--- config.mk ---
export PLATFORM = sky130hd
export DESIGN_NAME = hdlc_status_event_register
export DESIGN_NICKNAME = d
export VERILOG_FILES = /design/src/rtl/hdlc_status_pkg.sv /design/src/rtl/fifo_level_flags.sv /design/src/rtl/hdlc_status_event_register.sv
export SDC_FILE = /design/constraint.sdc
export NUM_CORES = 1
export LEC_CHECK = 0
export BUFFER_PORTS_ARGS = -buffer_cell sky130_fd_sc_hd__buf_2
export CAP_MARGIN = 20
export CORE_MARGIN = 3
export CORE_UTILIZATION = 40
export CTS_CLUSTER_DIAMETER = 60
export CTS_CLUSTER_SIZE = 12
export DETAILED_ROUTE_END_ITERATION = 8
export PLACE_DENSITY = 0.66
export SETUP_SLACK_MARGIN = 0.1
export SYNTH_ARGS = -nofsm -noshare
export SYNTH_HDL_FRONTEND = slang
export SYNTH_SLANG_ARGS = --single-unit
--- constraint.sdc ---
create_clock -name clk_i -period 3.1 [get_ports clk_i]
set_clock_uncertainty 0.2 [all_clocks]
set_input_delay 0.465 -clock clk_i [delete_from_list [all_inputs] [get_ports clk_i]]
set_output_delay 0.465 -clock clk_i [all_outputs]
set_load 0.01 [all_outputs]
--- src/rtl/hdlc_status_pkg.sv ---
package hdlc_status_pkg;
    // ****************************************
    // register map
    // ****************************************
    localparam logic [7:0] HDLC_EVENT_STATUS_ADDR = 8'hb1;
    localparam logic [7:0] HDLC_INTERRUPT_MASK_ADDR = 8'hb2;
    localparam logic [7:0] STATUS_RESET = 8'h00;
    localparam logic [7:0] MASK_RESET = 8'h00;

    // ****************************************
    // field positions
    // ****************************************
    localparam int TX_MSG_END_BIT = 0;
    localparam int TX_NOT_FULL_BIT = 1;
    localparam int TX_HALF_EMPTY_BIT = 2;
    localparam int RX_NOT_EMPTY_BIT = 3;
    localparam int RX_HALF_FULL_BIT = 4;
    localparam int RX_PKT_START_BIT = 5;
    localparam int RX_PKT_END_BIT = 6;
    localparam logic [7:0] LATCHED_MASK = 8'h61;
    localparam logic [7:0] LEVEL_MASK = 8'h1e;

    // ****************************************
    // fifo geometry
    // ****************************************
    localparam int FIFO_DEPTH = 64;
    localparam int LEVEL_W = 7;

    // ****************************************
    // carriers
    // ****************************************
    typedef struct packed {
        logic rx_pkt_start;
        logic rx_pkt_valid_end;
        logic rx_crc_error;
        logic rx_overrun;
        logic rx_abort;
        logic tx_msg_done;
    } hdlc_events_s;

    typedef struct packed {
        logic       cs;
        logic       wr;
        logic       rd;
        logic [7:0] addr;
        logic [7:0] wdata;
    } host_access_s;
endpackage : hdlc_status_pkg

--- src/rtl/fifo_level_flags.sv ---
`timescale 1ns/1ps
module fifo_level_flags #(
    parameter int DEPTH   = hdlc_status_pkg::FIFO_DEPTH,
    parameter int LEVEL_W = hdlc_status_pkg::LEVEL_W
) (
    input  wire logic [LEVEL_W-1:0] rx_level_i,
    input  wire logic [LEVEL_W-1:0] tx_level_i,
    output logic      [3:0]         level_flags_o
);
    localparam logic [LEVEL_W-1:0] HALF = LEVEL_W'(DEPTH / 2);
    localparam logic [LEVEL_W-1:0] FULL = LEVEL_W'(DEPTH);

    // refused at elaboration: a count of DEPTH must fit the level inputs
    if (DEPTH < 2 || DEPTH >= (1 << LEVEL_W)) begin : g_bad_depth
        $error("fifo depth does not fit the level width");
    end

    // order: rx half full, rx not empty, tx half empty, tx not full
    always_comb begin
        level_flags_o[3] = rx_level_i > HALF;
        level_flags_o[2] = rx_level_i != '0;
        level_flags_o[1] = tx_level_i < HALF;
        level_flags_o[0] = tx_level_i < FULL;
    end
endmodule : fifo_level_flags

--- src/rtl/hdlc_status_event_register.sv ---
`timescale 1ns/1ps
module hdlc_status_event_register #(
    parameter int DEPTH   = hdlc_status_pkg::FIFO_DEPTH,
    parameter int LEVEL_W = hdlc_status_pkg::LEVEL_W
) (
    input  wire logic                          clk_i,
    input  wire logic                          rst_i,
    input  wire logic                          ce_i,
    input  wire hdlc_status_pkg::host_access_s host_i,
    input  wire hdlc_status_pkg::hdlc_events_s events_i,
    input  wire logic [LEVEL_W-1:0]            rx_level_i,
    input  wire logic [LEVEL_W-1:0]            tx_level_i,
    output logic      [7:0]                    rdata_o,
    output logic      [7:0]                    hdlc_event_status_o,
    output logic                               int_n_o
);
    logic [7:0] latched;
    logic [7:0] readback;
    logic [7:0] hdlc_interrupt_mask;
    logic [3:0] level_flags;
    logic [7:0] live;
    logic [7:0] set_ev;
    logic       status_wr;
    logic       status_rd;
    logic       mask_wr;
    logic       mask_rd;
    logic [7:0] next_readback;
    logic [7:0] clr_now;

    // ****************************************
    // live status
    // ****************************************
    fifo_level_flags #(
        .DEPTH   (DEPTH),
        .LEVEL_W (LEVEL_W)
    ) u_levels (
        .rx_level_i    (rx_level_i),
        .tx_level_i    (tx_level_i),
        .level_flags_o (level_flags)
    );

    always_comb begin
        set_ev = '0;
        set_ev[hdlc_status_pkg::RX_PKT_END_BIT] = events_i.rx_pkt_valid_end |
            events_i.rx_crc_error | events_i.rx_overrun | events_i.rx_abort;
        set_ev[hdlc_status_pkg::RX_PKT_START_BIT] = events_i.rx_pkt_start;
        set_ev[hdlc_status_pkg::TX_MSG_END_BIT] = events_i.tx_msg_done;
    end

    always_comb begin
        live = latched & hdlc_status_pkg::LATCHED_MASK;
        live[hdlc_status_pkg::RX_HALF_FULL_BIT]  = level_flags[3];
        live[hdlc_status_pkg::RX_NOT_EMPTY_BIT]  = level_flags[2];
        live[hdlc_status_pkg::TX_HALF_EMPTY_BIT] = level_flags[1];
        live[hdlc_status_pkg::TX_NOT_FULL_BIT]   = level_flags[0];
    end

    // ****************************************
    // host decode
    // ****************************************
    always_comb begin
        status_wr = 1'b0;
        status_rd = 1'b0;
        mask_wr   = 1'b0;
        mask_rd   = 1'b0;
        if (host_i.cs && host_i.addr == hdlc_status_pkg::HDLC_EVENT_STATUS_ADDR) begin
            status_wr = host_i.wr;
            status_rd = host_i.rd;
        end else if (host_i.cs && host_i.addr == hdlc_status_pkg::HDLC_INTERRUPT_MASK_ADDR) begin
            mask_wr = host_i.wr;
            mask_rd = host_i.rd;
        end
    end

    // bit 7 dropped: a one written there by the host has no effect
    always_comb begin
        clr_now = status_wr ? (host_i.wdata & hdlc_status_pkg::LATCHED_MASK) : 8'h00;
        next_readback = readback;
        if (status_wr) begin
            next_readback = (readback & ~host_i.wdata) |
                (live & host_i.wdata & 8'h7f);
        end
    end

    // ****************************************
    // latched events
    // ****************************************
    // set wins over clear so an event in the clearing cycle survives
    always_ff @(posedge clk_i or posedge rst_i) begin
        if (rst_i) begin
            latched <= hdlc_status_pkg::STATUS_RESET;
        end else if (ce_i) begin
            latched <= ((latched & ~clr_now) | set_ev) & hdlc_status_pkg::LATCHED_MASK;
        end
    end

    always_ff @(posedge clk_i or posedge rst_i) begin
        if (rst_i) begin
            readback <= hdlc_status_pkg::STATUS_RESET;
        end else if (ce_i) begin
            readback <= next_readback;
        end
    end

    always_ff @(posedge clk_i or posedge rst_i) begin
        if (rst_i) begin
            hdlc_interrupt_mask <= hdlc_status_pkg::MASK_RESET;
        end else if (ce_i && mask_wr) begin
            hdlc_interrupt_mask <= host_i.wdata & 8'h7f;
        end
    end

    // ****************************************
    // outputs
    // ****************************************
    always_ff @(posedge clk_i or posedge rst_i) begin
        if (rst_i) begin
            rdata_o <= 8'h00;
        end else if (ce_i) begin
            if (status_rd) begin
                rdata_o <= next_readback;
            end else if (mask_rd) begin
                rdata_o <= hdlc_interrupt_mask;
            end else begin
                rdata_o <= 8'h00;
            end
        end
    end

    always_ff @(posedge clk_i or posedge rst_i) begin
        if (rst_i) begin
            hdlc_event_status_o <= 8'h00;
        end else if (ce_i) begin
            hdlc_event_status_o <= live;
        end
    end

    // level bits interrupt while their condition stands; latched ones until cleared
    always_ff @(posedge clk_i or posedge rst_i) begin
        if (rst_i) begin
            int_n_o <= 1'b1;
        end else if (ce_i) begin
            int_n_o <= ~|(live & hdlc_interrupt_mask);
        end
    end

    // ****************************************
    // checks
    // ****************************************
    chk_pkt_end_latch: assert property (@(posedge clk_i) disable iff (rst_i)
        ce_i && events_i.rx_crc_error |=> latched[hdlc_status_pkg::RX_PKT_END_BIT])
        else $error("packet end not latched on crc error");
    chk_pkt_start_latch: assert property (@(posedge clk_i) disable iff (rst_i)
        ce_i && events_i.rx_pkt_start |=> latched[hdlc_status_pkg::RX_PKT_START_BIT])
        else $error("packet start not latched");
    chk_rx_half: assert property (@(posedge clk_i) disable iff (rst_i)
        ce_i |=> hdlc_event_status_o[4] == ($past(rx_level_i) > LEVEL_W'(DEPTH / 2)))
        else $error("rx half full wrong");
    chk_rx_not_empty: assert property (@(posedge clk_i) disable iff (rst_i)
        ce_i |=> hdlc_event_status_o[3] == ($past(rx_level_i) != '0))
        else $error("rx not empty wrong");
    chk_tx_half: assert property (@(posedge clk_i) disable iff (rst_i)
        ce_i |=> hdlc_event_status_o[2] == ($past(tx_level_i) < LEVEL_W'(DEPTH / 2)))
        else $error("tx half empty wrong");
    chk_tx_not_full: assert property (@(posedge clk_i) disable iff (rst_i)
        ce_i |=> hdlc_event_status_o[1] == ($past(tx_level_i) < LEVEL_W'(DEPTH)))
        else $error("tx not full wrong");
    chk_msg_end_hold: assert property (@(posedge clk_i) disable iff (rst_i)
        ce_i && events_i.tx_msg_done |=> latched[0] [*2] or
        (latched[0] ##1 $fell(latched[0]))) else $error("message end lost");
    chk_latch_clear: assert property (@(posedge clk_i) disable iff (rst_i)
        ce_i && status_wr && host_i.wdata[6] && !set_ev[6] |=> !latched[6])
        else $error("packet end not cleared");
    chk_readback_hold: assert property (@(posedge clk_i) disable iff (rst_i)
        ce_i && status_wr && !host_i.wdata[5] |=> readback[5] == $past(readback[5]))
        else $error("unselected bit changed");
    chk_int_release: assert property (@(posedge clk_i) disable iff (rst_i)
        ce_i && (live & hdlc_interrupt_mask) == 8'h00 |=> int_n_o)
        else $error("interrupt held without cause");
    chk_bit7_zero: assert property (@(posedge clk_i) disable iff (rst_i)
        !readback[7] && !hdlc_event_status_o[7]) else $error("bit 7 set");
    chk_pkt_end_other: assert property (@(posedge clk_i) disable iff (rst_i)
        ce_i && (events_i.rx_pkt_valid_end || events_i.rx_overrun || events_i.rx_abort)
        |=> latched[hdlc_status_pkg::RX_PKT_END_BIT]) else $error("packet end not latched");
    // an event arriving with its own clear must survive the write
    chk_set_wins: assert property (@(posedge clk_i) disable iff (rst_i)
        ce_i && events_i.tx_msg_done && status_wr && host_i.wdata[0] |=> latched[0])
        else $error("event lost to a clear in the same cycle");
    chk_freeze_hold: assert property (@(posedge clk_i) disable iff (rst_i)
        !ce_i |=> $stable(latched) && $stable(readback) && $stable(rdata_o))
        else $error("state moved while clock enable low");
    chk_rdata_idle: assert property (@(posedge clk_i) disable iff (rst_i)
        ce_i && !status_rd && !mask_rd |=> rdata_o == 8'h00)
        else $error("read data not idle");
    chk_int_assert: assert property (@(posedge clk_i) disable iff (rst_i)
        ce_i && (live & hdlc_interrupt_mask) != 8'h00 |=> !int_n_o)
        else $error("interrupt missing for unmasked cause");
    chk_readback_load: assert property (@(posedge clk_i) disable iff (rst_i)
        ce_i && status_wr && host_i.wdata[4] |=> readback[4] == $past(live[4]))
        else $error("selected bit not loaded");
    chk_mask_write: assert property (@(posedge clk_i) disable iff (rst_i)
        ce_i && mask_wr |=> hdlc_interrupt_mask == ($past(host_i.wdata) & 8'h7f))
        else $error("mask write lost");

    // ****************************************
    // coverage
    // ****************************************
    cov_pkt_end: cover property (@(posedge clk_i) disable iff (rst_i)
        events_i.rx_pkt_valid_end ##2 status_wr ##1 status_rd);
    cov_int: cover property (@(posedge clk_i) disable iff (rst_i) $fell(int_n_o));
    cov_set_clear: cover property (@(posedge clk_i) disable iff (rst_i)
        ce_i && status_wr && set_ev[0] && host_i.wdata[0]);
    cov_freeze: cover property (@(posedge clk_i) disable iff (rst_i)
        !ce_i && events_i.rx_pkt_start);
endmodule : hdlc_status_event_register

======== Yosys cells after proc, flatten, opt, wreduce, memory -nomap -nowiden ========
Index checks and enable logic that the tools add are counted.
word-level totals
  bits in registers ....................... 34
  input bits .............................. 42
  output and inout port bits .............. 17
  logic and storage cells ................. 38
operators by class
  $lt $le $gt $ge ......................... 3
  equal/unequal tests ..................... 2
  mux-type cells .......................... 10
  bitwise logic cells ..................... 11
  reductions and logical operators ........ 6
operators by type and width
  cell                                                                   number
  7-bit bitwise AND                                                      3
  8-bit equality test (second input constant)                            2
  8-bit 2-to-1 mux                                                       2
  7-bit 2-to-1 mux                                                       2
  8-bit bitwise AND                                                      1
  8-bit inverter                                                         1
  8-bit by 7-bit OR with 8-bit output                                    1
  8-bit OR reduction                                                     1
  7-bit by 6-bit > comparator with 1-bit output (second input constant)  1
  7-bit by 6-bit < comparator with 1-bit output (second input constant)  1
  7-bit < comparator (second input constant)                             1
  7-bit inverter                                                         1
  7-bit OR                                                               1
  7-bit nonzero test                                                     1
  1-bit 2-to-1 mux                                                       6
  1-bit logical AND                                                      3
  1-bit OR                                                               3
  1-bit zero test                                                        1

======== Logic depth before layout (Yosys ltp) ========
  depth in word-level cells ............... 7
  mapped depth ............................ 6
  mapped depth without buffers ............ 4

======== Modules after synthesis ========
From an unflattened synthesis, not the netlist that was laid out.
unflattened totals
  cell total of the unflattened synthesis .. 131
  area total of the unflattened synthesis .. 1590.3 µm²
modules (own cells, without submodules)
  module                      instances  cells each  area each (µm²)  sequential area each (µm²)
  hdlc_status_event_register  1          124         1550.2           852.1
  fifo_level_flags            1          7           40.0             0.0

======== Least setup slack after synthesis ========
Ideal clock, no wire load.
  path kind ............................... input to register
  from .................................... input host_i[11] (netlist name)
  to ...................................... register rdata_o[3]
  setup time .............................. 0.132 ns
  arrival time ............................ 1.602 ns
  required time ........................... 2.768 ns
  setup slack ............................. 1.166 ns
  stages .................................. 4
  buffers on the path ..................... 0
  cells stage by stage .................... or3b_4 -> or4_1 -> a32oi_1 -> o21ai_0
between the ends
  longest elaborated chain between the ends .. 6
  elaborated cells on any way between the ends .. 11
  those cells by class .................... 2 x eq/ne; 7 x mux; 2 x reduce/logical
RTL lines
  what                    RTL line                           source
  start: declaration      hdlc_status_event_register.sv:9    input wire hdlc_status_pkg::host_access_s host_i,
  8-bit equality test     hdlc_status_event_register.sv:69   end else if (host_i.cs && host_i.addr == hdlc_status_pkg::HDLC_INTERRUPT_MASK_ADDR) begin
  1-bit logical AND       hdlc_status_event_register.sv:69
  1-bit 2-to-1 mux        hdlc_status_event_register.sv:69
  1-bit 2-to-1 mux        hdlc_status_event_register.sv:66   if (host_i.cs && host_i.addr == hdlc_status_pkg::HDLC_EVENT_STATUS_ADDR) begin
  7-bit 2-to-1 mux        hdlc_status_event_register.sv:122  end else if (mask_rd) begin
  8-bit 2-to-1 mux (*)    hdlc_status_event_register.sv:120  if (status_rd) begin
  end signal: assignment  hdlc_status_event_register.sv:121  rdata_o <= next_readback;
  end signal: assignment  hdlc_status_event_register.sv:123  rdata_o <= hdlc_interrupt_mask;
  end: declaration        hdlc_status_event_register.sv:13   output logic [7:0] rdata_o,
Mark *: on every way between the ends. The rest lies on a longest branch, timed or not.
A chain may end at the register's enable or synchronous reset.

======== Final worst setup path ========
  from .................................... input host_i[14] (netlist name)
  to ...................................... register readback[5]
between the ends
  longest elaborated chain between the ends .. 4
RTL lines
  what                    RTL line                           source
  8-bit equality test     hdlc_status_event_register.sv:66
  1-bit logical AND       hdlc_status_event_register.sv:66
  1-bit 2-to-1 mux        hdlc_status_event_register.sv:66
  8-bit 2-to-1 mux        hdlc_status_event_register.sv:79   if (status_wr) begin
  end signal: assignment  hdlc_status_event_register.sv:99   readback <= hdlc_status_pkg::STATUS_RESET;
  end signal: assignment  hdlc_status_event_register.sv:101  readback <= next_readback;
  end: declaration        hdlc_status_event_register.sv:18   logic [7:0] readback;
No other way between the ends.

==> impl_metrics.tcl <==
set metrics [dict create \
    synth_warnings 0 \
    final-hold-violation-count 0 \
    outcome "finished clean" \
    drcViolationCount 0 \
    ys_ff_latch 34 \
    cts_resized 0 \
    cts.clk_slew.worst_paths_ps 70 \
    num-nets-final 250 \
    clk_latency_ps 290 \
    grtUsageTotal_pct 18.40 \
    vias_per_cell 5.659 \
    drt_iter0_drc 73 \
    power_density_mw_per_mm2 400.4 \
    critPathTopFamily "simple AND/OR/NAND/NOR gates" \
    clock.fmax_mhz 517.7 \
    start_kind "primary input" \
    die_h_um 71.30 \
    numPortBuffers 52 \
    cts_tree "built" \
    synth_edf_count 0 \
    clk_path_buf_depth 2 \
    synth_nets 193 \
    yosys.cell_types.count 40 \
    arrival_ps 1900 \
    die_w_um 71.30 \
    setup_viol_count_final 0 \
    ant_nets 0 \
    comb_power_share_pct 10.4 \
    cp_num_buf_inv 1 \
    wl_per_cell_um 16.64 \
    grt_start_max_net_pins 35 \
    ios 59 \
    drive_above_1_share_pct 41.83 \
    rows 23 \
    die_area_sq_mm 0.005083 \
    synth_top_flop_cell "dfrtp_1" \
    hold_class "in2async" \
    drv_cap 0 \
    path_cells "buf_2 > nand4b_1 > nor4_4 > nand3_1 > mux2_2" \
    synth.yosys.seq_area_share_pct 49.96 \
    final_cell_mix "buf_2 (52), dfrtp_1 (33), mux2_2 (18), a31oi_1 (10), nand3_1 (9)" \
    switching_share_pct 24.00 \
    seqPwrFrac_pct 53.9 \
    fin_ws_ps 1168 \
    antenna_cells 0 \
    required_ps 3070 \
    cp_slowest_cell "nor4_4" \
    overflow 0 \
    cts_root_buf "clkbuf_8" \
    p_leak_nw 1.029 \
    crit_fanout 5 \
    place_congestion 0.8133 \
    core_area_sq_mm 0.004058 \
    postCtsSetupRepairBufs 0 \
    p_int_mw 0.6420 \
    period_needed_ps 1932 \
    first_pass_iters 4 \
    cts_sinks 34 \
    syn_area_sq_mm 0.001705 \
    power_switching_mw 0.2027 \
    postSynth.asyncResetShare_pct 100.0 \
    pre_cts_ws_ps 878.1 \
    end_kind "flop" \
    syn_area_per_cell_sq_um 11.29 \
    start_util_pct 42.03 \
    grt_pass1_wl_um 7196 \
    timing.final.crit_share_pct 62.31 \
    slowest_delay_ps 520 \
    cts_buffers 5 \
    postCtsHoldBufs 0 \
    vias 1460 \
    syn_to_final_growth_pct 23.70 \
    netlist_instances 151 \
    fin_setup_tns_ps 0 \
    dp_hpwl_um 3202 \
    rsz0062_at_grt "false" \
    wl_um 4294 \
    grt_pass1_vias 1387 \
    antenna_found_initial 0 \
    crit_type "in2reg" \
    power.share.clock_pct 35.7 \
    layout_commonest_cell "buf_2" \
    cts-htree-levels 2 \
    vdd_drop_max_uv 254.7 \
    timing.final.max_slew_violations 0 \
]
## registers in the layout, summed over array words and instances, names as in the netlist
register	cells
rdata_o	8
readback	8
hdlc_event_status_o	7
hdlc_interrupt_mask	7
latched	3
int_n_o	1
## final timing paths
check / depth (start not counted) / start / slack [ps] / end
max: 5 / host_i[14] / 1170 / readback[5]
min: 3 / rst_i / 50 / hdlc_event_status_o[4]
max reg2reg: 2 / latched[0] / 1800 / int_n_o
min reg2reg: 1 / hdlc_event_status_o[1] / 300 / hdlc_event_status_o[1]
max in group asynchronous: 3 / rst_i / 2310 / int_n_o
min in group clk_i: 2 / host_i[7] / 180 / readback[7]
## metrics by stage
step	cells	power, mW	hold slack, ps	utilization (%)	area (sq um)
floorplan	151	0.5058	259.5	-	1705
global placement	251	0.5483	277.7	50.11	2033
detailed placement	251	0.5513	287.7	50.11	2033
CTS	258	0.8530	67.12	51.99	2110
global route	258	0.8860	94.53	51.99	2110
finish	258	0.8447	53.17	51.99	2110
## final cells by class
| class | count | area, sq um |
|---|---|---|
| multi-input combinational | 107 | 809.5 |
| clock buffer | 7 | 76.32 |
| fill | 381 | 1948 |
| inverter | 3 | 11.26 |
| sequential | 34 | 852.1 |
| tap | 50 | 62.56 |
| timing repair buffer | 57 | 297.8 |
## layer usage
| layer | share of wire (%) | up-vias | global-route usage [%] | wire [um] |
|---|---|---|---|---|
| li1 | - | 682 | - | - |
| met5 | 0 | - | 0 | 0 |
| met3 | 7.5 | 10 | 5.891 | 323 |
| met4 | 2.5 | 0 | 8.559 | 108 |
| met1 | 44 | 711 | 24.89 | 1871 |
| met2 | 46 | 57 | 26.94 | 1991 |
## cells by family after synthesis
group / after synthesis / synth area share [%]
multiplexers: 23 / 14.82
AO/OA/AOI/OAI: 30 / 11.81
flip-flops: 34 / 49.96
buffers and inverters: 10 / 2.568
AND/OR/NAND/NOR: 53 / 20.62
other: 1 / 0.2199
## cells in the mapped netlist, types with 2 or more instances
cell type / count / area, sq um
dfrtp_1: 33 / 825.8
mux2_2: 18 / 202.7
a31oi_1: 10 / 62.56
nand3_1: 9 / 45.04
nor2b_1: 8 / 50.05
o21ai_0: 7 / 35.03
nor2_1: 6 / 22.52
mux2i_1: 5 / 50.05
nand2_1: 5 / 18.77
nand4_1: 5 / 31.28
clkbuf_1: 4 / 15.01
nor3_1: 4 / 20.02
a21oi_1: 3 / 15.01
a22o_1: 3 / 26.28
inv_1: 3 / 11.26
and3b_1: 2 / 17.52
buf_2: 2 / 10.01
nor4_1: 2 / 12.51
## worst reg2reg max path: cells and delay by family, from the launching register on
kind,cells,cell delay (ps)
flops,1,420
compound gates,2,620
## power by group through the flow
| stage | logic, mW | registers, mW | clock network [mW] |
|---|---|---|---|
| 2_1_floorplan | 0.0405 | 0.465 | 0 |
| 3_3_place_gp | 0.0852 | 0.463 | 0 |
| 3_5_place_dp | 0.0877 | 0.464 | 0 |
| 4_1_cts | 0.0880 | 0.456 | 0.310 |
| 5_1_grt | 0.0975 | 0.456 | 0.333 |
| 6_report | 0.0878 | 0.455 | 0.302 |
Note: power is estimated with default switching activity, not from simulation.
